**src/hdl/eca_map.svh**
```systemverilog
`ifndef ECA_MAP_SVH
`define ECA_MAP_SVH

// ********************************
// register offsets
// ********************************
`define ECA_OFS_CTRL 8'h00
`define ECA_OFS_DATA 8'h01
`define ECA_OFS_ADDR_LO 8'h02
`define ECA_OFS_ADDR_HI 8'h03

// ********************************
// control register fields
// ********************************
`define ECA_BIT_RE 0
`define ECA_BIT_WE 1
`define ECA_BIT_MWE 2
`define ECA_BIT_RIE 3

// ********************************
// reset values and sizes
// ********************************
`define ECA_RST_ADDR 9'h000
`define ECA_RST_DATA 8'h00
`define ECA_MEM_BYTES 512

// ********************************
// timing counts
// ********************************
`define ECA_READ_HALT 3'h4
`define ECA_WRITE_HALT 3'h2
`define ECA_MWE_WINDOW 3'h4
`define ECA_RC_WRITE_CYCLES 27072

`endif

```
**src/hdl/eca_pkg.sv**
```systemverilog
package eca_pkg;

  // ********************************
  // register bus request
  // ********************************
  typedef struct packed {
    logic [7:0] addr;
    logic [7:0] wdata;
    logic wr;
    logic rd;
  } eca_bus_req_t;

  // ********************************
  // write sequencer states
  // ********************************
  typedef enum logic {
    st_idle,
    st_busy
  } eca_state_t;

endpackage : eca_pkg

```
**src/hdl/eca_write_timer.sv**
```systemverilog
`timescale 1ns/1ps
`default_nettype none

module eca_write_timer #(
  parameter int RC_CYCLES = 27072
) (
  input wire logic i_clk_sys,
  input wire logic i_rst_n,
  input wire logic i_start,
  input wire logic i_rc_tick,
  output logic o_busy,
  output logic o_done
);

  localparam logic [14:0] LAST = 15'(RC_CYCLES - 1);

  logic [14:0] cnt_reg;
  logic [14:0] cnt_next;
  logic busy_reg;
  logic busy_next;
  logic done_reg;
  logic done_next;

  // ********************************
  // oscillator cycle counting
  // ********************************
  always_comb begin
    cnt_next = cnt_reg;
    busy_next = busy_reg;
    done_next = 1'b0;
    if (busy_reg) begin
      if (i_rc_tick) begin
        if (cnt_reg == LAST) begin
          busy_next = 1'b0;
          done_next = 1'b1;
          cnt_next = 15'h0000;
        end else begin
          cnt_next = cnt_reg + 15'h0001;
        end
      end
    end else if (i_start) begin
      busy_next = 1'b1;
      cnt_next = 15'h0000;
    end
  end

  always_ff @(posedge i_clk_sys) begin
    if (!i_rst_n) begin
      cnt_reg <= 15'h0000;
      busy_reg <= 1'b0;
      done_reg <= 1'b0;
    end else begin
      cnt_reg <= cnt_next;
      busy_reg <= busy_next;
      done_reg <= done_next;
    end
  end

  assign o_busy = busy_reg;
  assign o_done = done_reg;
endmodule : eca_write_timer

`default_nettype wire

```
**src/hdl/eca_access_ctrl.sv**
```systemverilog
`timescale 1ns/1ps
`default_nettype none
`include "eca_map.svh"

module eca_access_ctrl #(
  parameter int RC_WRITE_CYCLES = `ECA_RC_WRITE_CYCLES
) (
  input wire logic i_clk_sys,
  input wire logic i_rst_n,
  input wire eca_pkg::eca_bus_req_t i_bus,
  input wire logic i_rc_tick,
  input wire logic i_flash_prog_busy,
  input wire logic i_global_int_en,
  output logic [7:0] o_rdata,
  output logic o_cpu_halt,
  output logic o_ready_irq
);

  function automatic logic hit(input logic [7:0] a, input logic [7:0] ofs);
    hit = (a == ofs);
  endfunction : hit

  // ********************************
  // state
  // ********************************
  eca_pkg::eca_state_t state_reg;
  eca_pkg::eca_state_t state_next;
  logic [8:0] addr_reg;
  logic [8:0] addr_next;
  logic [7:0] data_reg;
  logic [7:0] data_next;
  logic [8:0] wr_addr_reg;
  logic [8:0] wr_addr_next;
  logic [7:0] wr_data_reg;
  logic [7:0] wr_data_next;
  logic rie_reg;
  logic rie_next;
  logic [2:0] mwe_cnt_reg;
  logic [2:0] mwe_cnt_next;
  logic [2:0] halt_cnt_reg;
  logic [2:0] halt_cnt_next;
  logic [7:0] rdata_reg;
  logic [7:0] rdata_next;
  logic [7:0] mem_reg [0:`ECA_MEM_BYTES-1];

  logic ctrl_wr;
  logic mwe_on;
  logic busy;
  logic start;
  logic rd_go;
  logic mem_wr;
  logic tmr_done;

  assign ctrl_wr = i_bus.wr && hit(i_bus.addr, `ECA_OFS_CTRL);
  assign mwe_on = (mwe_cnt_reg != 3'h0);
  assign busy = (state_reg == eca_pkg::st_busy);
  assign start = ctrl_wr && i_bus.wdata[`ECA_BIT_WE] && mwe_on && !busy
    && !i_flash_prog_busy;
  assign rd_go = ctrl_wr && i_bus.wdata[`ECA_BIT_RE] && !busy && !start;
  assign mem_wr = busy && tmr_done;

  // ********************************
  // write timer
  // ********************************
  // start and done handshake
  eca_write_timer #(
    .RC_CYCLES(RC_WRITE_CYCLES)
  ) u_timer (
    .i_clk_sys(i_clk_sys),
    .i_rst_n(i_rst_n),
    .i_start(start),
    .i_rc_tick(i_rc_tick),
    .o_busy(),
    .o_done(tmr_done)
  );

  // ********************************
  // next values
  // ********************************
  always_comb begin
    state_next = state_reg;
    addr_next = addr_reg;
    data_next = data_reg;
    wr_addr_next = wr_addr_reg;
    wr_data_next = wr_data_reg;
    rie_next = rie_reg;
    mwe_cnt_next = mwe_cnt_reg;
    halt_cnt_next = halt_cnt_reg;
    rdata_next = 8'h00;
    if (halt_cnt_reg != 3'h0) begin
      halt_cnt_next = halt_cnt_reg - 3'h1;
    end
    if (ctrl_wr && i_bus.wdata[`ECA_BIT_MWE]) begin
      mwe_cnt_next = `ECA_MWE_WINDOW;
    end else if (mwe_on) begin
      mwe_cnt_next = mwe_cnt_reg - 3'h1;
    end
    if (ctrl_wr) begin
      rie_next = i_bus.wdata[`ECA_BIT_RIE];
    end
    if (i_bus.wr && hit(i_bus.addr, `ECA_OFS_DATA)) begin
      data_next = i_bus.wdata;
    end
    if (i_bus.wr && !busy && hit(i_bus.addr, `ECA_OFS_ADDR_LO)) begin
      addr_next[7:0] = i_bus.wdata;
    end
    if (i_bus.wr && !busy && hit(i_bus.addr, `ECA_OFS_ADDR_HI)) begin
      addr_next[8] = i_bus.wdata[0];
    end
    if (start) begin
      state_next = eca_pkg::st_busy;
      wr_addr_next = addr_reg;
      wr_data_next = data_reg;
      halt_cnt_next = `ECA_WRITE_HALT;
    end
    if (rd_go) begin
      data_next = mem_reg[addr_reg];
      halt_cnt_next = `ECA_READ_HALT;
    end
    if (mem_wr) begin
      state_next = eca_pkg::st_idle;
    end
    if (i_bus.rd) begin
      unique case (i_bus.addr)
        `ECA_OFS_CTRL: rdata_next = {4'h0, rie_reg, mwe_on, busy, 1'b0};
        `ECA_OFS_DATA: rdata_next = data_reg;
        `ECA_OFS_ADDR_LO: rdata_next = addr_reg[7:0];
        `ECA_OFS_ADDR_HI: rdata_next = {7'h00, addr_reg[8]};
        default: rdata_next = 8'h00;
      endcase
    end
  end

  // ********************************
  // registers
  // ********************************
  always_ff @(posedge i_clk_sys) begin
    if (!i_rst_n) begin
      state_reg <= eca_pkg::st_idle;
      addr_reg <= `ECA_RST_ADDR;
      data_reg <= `ECA_RST_DATA;
      wr_addr_reg <= `ECA_RST_ADDR;
      wr_data_reg <= `ECA_RST_DATA;
      rie_reg <= 1'b0;
      mwe_cnt_reg <= 3'h0;
      halt_cnt_reg <= 3'h0;
      rdata_reg <= 8'h00;
    end else begin
      state_reg <= state_next;
      addr_reg <= addr_next;
      data_reg <= data_next;
      wr_addr_reg <= wr_addr_next;
      wr_data_reg <= wr_data_next;
      rie_reg <= rie_next;
      mwe_cnt_reg <= mwe_cnt_next;
      halt_cnt_reg <= halt_cnt_next;
      rdata_reg <= rdata_next;
    end
  end

  always_ff @(posedge i_clk_sys) begin
    if (mem_wr) begin
      mem_reg[wr_addr_reg] <= wr_data_reg;
    end
  end

  // ********************************
  // outputs
  // ********************************
  assign o_rdata = rdata_reg;
  assign o_cpu_halt = (halt_cnt_reg != 3'h0);
  assign o_ready_irq = rie_reg && i_global_int_en && !busy;
endmodule : eca_access_ctrl

`default_nettype wire

```
**config.mk**
```make
export PLATFORM = sky130hd
export DESIGN_NAME = eca_access_ctrl
export DESIGN_NICKNAME = d
export VERILOG_FILES = /design/src/hdl/eca_pkg.sv /design/src/hdl/eca_write_timer.sv /design/src/hdl/eca_access_ctrl.sv
export VERILOG_INCLUDE_DIRS = /design/src /design/src/hdl
export SDC_FILE = /design/constraint.sdc
export NUM_CORES = 2
export LEC_CHECK = 0
export ABC_AREA = 1
export BUFFER_PORTS_ARGS = -buffer_cell sky130_fd_sc_hd__buf_2
export CORE_UTILIZATION = 40
export DETAILED_ROUTE_END_ITERATION = 6
export SLEW_MARGIN = 20
export SYNTH_ARGS = -nofsm -noshare
export SYNTH_HDL_FRONTEND = slang
export SYNTH_SLANG_ARGS = --single-unit
```
**constraint.sdc**
```tcl
create_clock -name i_clk_sys -period 11 [get_ports i_clk_sys]
set_input_delay 1.1 -clock i_clk_sys [delete_from_list [all_inputs] [get_ports i_clk_sys]]
set_output_delay 1.1 -clock i_clk_sys [all_outputs]
set_load 0.01 [all_outputs]
```
==> summary.md <==
| Metric | Value |
|---|---|
| CP dominant cell by count | nand3_1 |
| Max Clock Skew | 69.8 ps |
| Final TNS setup | 0 ps |
| CTS sink cnt | 4163 |
| Clock buffer depth | 4 |
| Slew Limit Fails | 0 |
| Met3 routed WL | 41500 microns |
| Worst skew pair latency | 990 ps |
| Root buf cell | clkbuf_16 |
| Initial Util | 0.403 |
| Antenna violations before repair | 12 |
| Proportion of layout cells with a drive suffix above 1 | 0.0585 |
| Nets | 13700 |
| Min Clock Period, post-route | 5800 ps |
| Leak Pwr | 58.8 nW |
| Routed Antenna Nets | 0 |
| CP max stage delay | 760 ps |
| Commonest non-fill, non-tap cell in the layout | edfxtp_1 |
| Drt first-iter violations | 13100 |
| Vias per Instance | 5.61 |
| Layout Cells excl Fill | 19500 |
| Most frequent cells in the layout | 4096 x edfxtp_1, 3239 x nand3_1, 3097 x nand2_1, 963 x nor2_1, 680 x o21ai_0 |
| Crit path max fanout | 81 |
| Die width | 651 microns |
| DRT Pass-1 Iters | 6 |
| Worst-Margin Slew | 1290 ps |
| Synth unique cells | 37 |
| Met2 wire len | 219000 microns |
| Mapped Nets | 14100 |
| # Max-Cap Violations | 0 |
| Post-CTS Setup Repair Bufs | 0 |
| Power Dens Cells | 167 mW/mm^2 |
| Critical Path Start Type | flip-flop |
| Critical-path top delay cell | dfxtp_4 |
| TritonCTS clock tree | done |
| Fmax | 0.172 GHz |
| Reg-to-reg slack, setup | 5200 ps |
| Max transition margin | 0.140 |
| Pin count of the biggest net entering global routing | 213 |
| Vias in the first global route | 102000 |
| Num ports | 33 |
| Top sig layer | met5 |
| HPWL after DPL | 255000 microns |
| RD Place Congestion | 0.837 |
| PortBufs | 32 |
| Max rail drop VDD | 0.000134 V |
| CP endpoint kind | flip-flop |
| Core area | 0.418 sq mm |
| Final hold vios | 0 |
| Mapped Cells | 14000 |
| Synthesized area per cell | 12.0 sq um |
| Layout fillers | 37700 |
| Row count | 237 |
| CTS resizes | 0 |
| H-tree levels | 5 |
| Routed wire length per instance | 24.4 microns |
| DRC | 0 |
| Remaining Overflow, GRT | 0 |
| Finish-stage setup viols | 0 |
| Critical path class | reg -> reg |
| M1 wire length | 198000 microns |
| CTS buffer count | 413 |
| Hold-fix buffers at CTS | 0 |
| Yosys warns | 0 |
| Placed insts | 18700 |
| Sequential area share after synthesis | 0.738 |
| Layout area overhead | 10.3% |
| Outcome | finished, final reports clean |
| Clock-pin slew on the worst setup and hold paths | 60 ps |
| Die area | 0.424 sq mm |
| Crit path DAT | 6740 ps |
| First-pass GRT wire length | 697000 microns |
| Period utilisation layout | 0.527 |
| RSZ-0062 raised after global routing | no |
| Via count | 110000 |
| Gr usage total | 0.218 |
| Chip Height | 651 microns |
| Post-Route WL | 476000 microns |
| Yosys reg bits | 4163 |
| WP data required | 11940 ps |
| Hold WC Path Type | reg -> reg |
| Number of flip-flops in the largest register | 4096 |
| CP Cell Sequence | buf_4 > buf_4 > buf_4 > buf_4 > o21ai_0 > o22ai_1 > nand2_1 > nand3_1 > nand3_1 > nand3_1 > nand3_1 > nand3_1 > nand3_1 > nand3_1 > nand2_1 > inv_1 |
| Synthesized cell area | 0.168 sq mm |
==> metrics by stage <==
| stage | setup slack, ps | area, sq um | hold WS [ps] | total power [mW] | util |
|---|---|---|---|---|---|
| 2_1_floorplan | 2980 | 168000 | 442 | 17.6 | - |
| 3_3_place_gp | 5240 | 173000 | 451 | 17.6 | 0.413 |
| 3_5_place_dp | 5310 | 173000 | 455 | 17.6 | 0.413 |
| 4_1_cts | 5290 | 186000 | 423 | 31.2 | 0.444 |
| 5_1_grt | 4830 | 186000 | 493 | 31.8 | 0.444 |
| 6_report | 5200 | 186000 | 473 | 31.1 | 0.444 |
==> synth_stat cells (all sizes together) <==
master / number / area [sq um]
nor2: 966 / 3630
a211oi: 1 / 7.51
clkinv: 4 / 15.0
ha: 4 / 50.1
inv: 317 / 1190
o221ai: 7 / 61.3
a21oi: 284 / 1420
or3: 1 / 6.26
nand4: 1 / 6.26
or2: 1 / 6.26
buf: 607 / 3250
a31o: 1 / 8.76
o21ai: 691 / 3460
edfxtp: 4096 / 123000
nor4: 4 / 70.1
o22ai: 204 / 1280
a31oi: 1 / 6.26
o211ai: 2 / 15.0
clkbuf: 389 / 1460
and3: 1 / 6.26
nand2: 3115 / 11700
a311oi: 5 / 43.8
o211a: 2 / 20.0
nor3: 22 / 110
nand3: 3240 / 16200
a221oi: 2 / 17.5
dfxtp: 67 / 1340
o31ai: 1 / 7.51
==> power breakdown <==
part	switching [mW]	internal, mW
sequential	0.00407	17.1
combinational	0.0872	0.0335
clock	6.05	7.77
==> kinds of logic (layout without fill, tap and decap cells) <==
| logic type | count (synthesis) | count (layout) | share of synthesized area |
|---|---|---|---|
| AOI/OAI and AO/OA | 1201 | 1201 | 0.0377 |
| buffers and inverters | 1317 | 1280 | 0.0351 |
| and+or+nand+nor | 7351 | 7351 | 0.189 |
| adders and majority gates | 4 | 4 | 0.000297 |
| DFF | 4163 | 4163 | 0.738 |
| other | 0 | 10 | 0 |
==> critical path: cells and delay by family, from the launching register on <==
kind | cells | cell delay [ps]
buffers and inverters | 5 | 2790
DFF | 1 | 760
and+or+nand+nor | 9 | 1590
AOI/OAI and AO/OA | 2 | 400
==> layout make-up <==
cell class | instances | area (sq um) | area share
Clock buffer | 525 | 11000 | 0.0590
Tap cell | 5497 | 6880 | 0.0370
Antenna cell | 10 | 25.0 | 0.000135
Multi-Input combinational cell | 8556 | 38300 | 0.206
Sequential cell | 4163 | 124000 | 0.670
Inverter | 321 | 1240 | 0.00669
Clock inverter | 228 | 2100 | 0.0113
Timing Repair Buffer | 206 | 1750 | 0.00945
==> metal layers <==
metal | vias up | GRT usage
li1 | 49600 | -
met1 | 54100 | 0.310
met2 | 4997 | 0.339
met3 | 836 | 0.0336
met4 | 6 | 0.0795
met5 | - | 0
==> path summary, 6_finish.rpt <==
check	from	endpoint	cells past startpoint
worst max-delay path	addr_reg[0]$_SDFFE_PN0P_	data_reg[1]$_SDFFE_PN0P_	16
worst min-delay path	mwe_cnt_reg[0]$_SDFFE_PP0P_	mwe_cnt_reg[0]$_SDFFE_PP0P_	2
worst max register to register	addr_reg[0]$_SDFFE_PN0P_	data_reg[1]$_SDFFE_PN0P_	16
worst min register to register	mwe_cnt_reg[0]$_SDFFE_PP0P_	mwe_cnt_reg[0]$_SDFFE_PP0P_	2
Power figures use the tool's default switching activity.
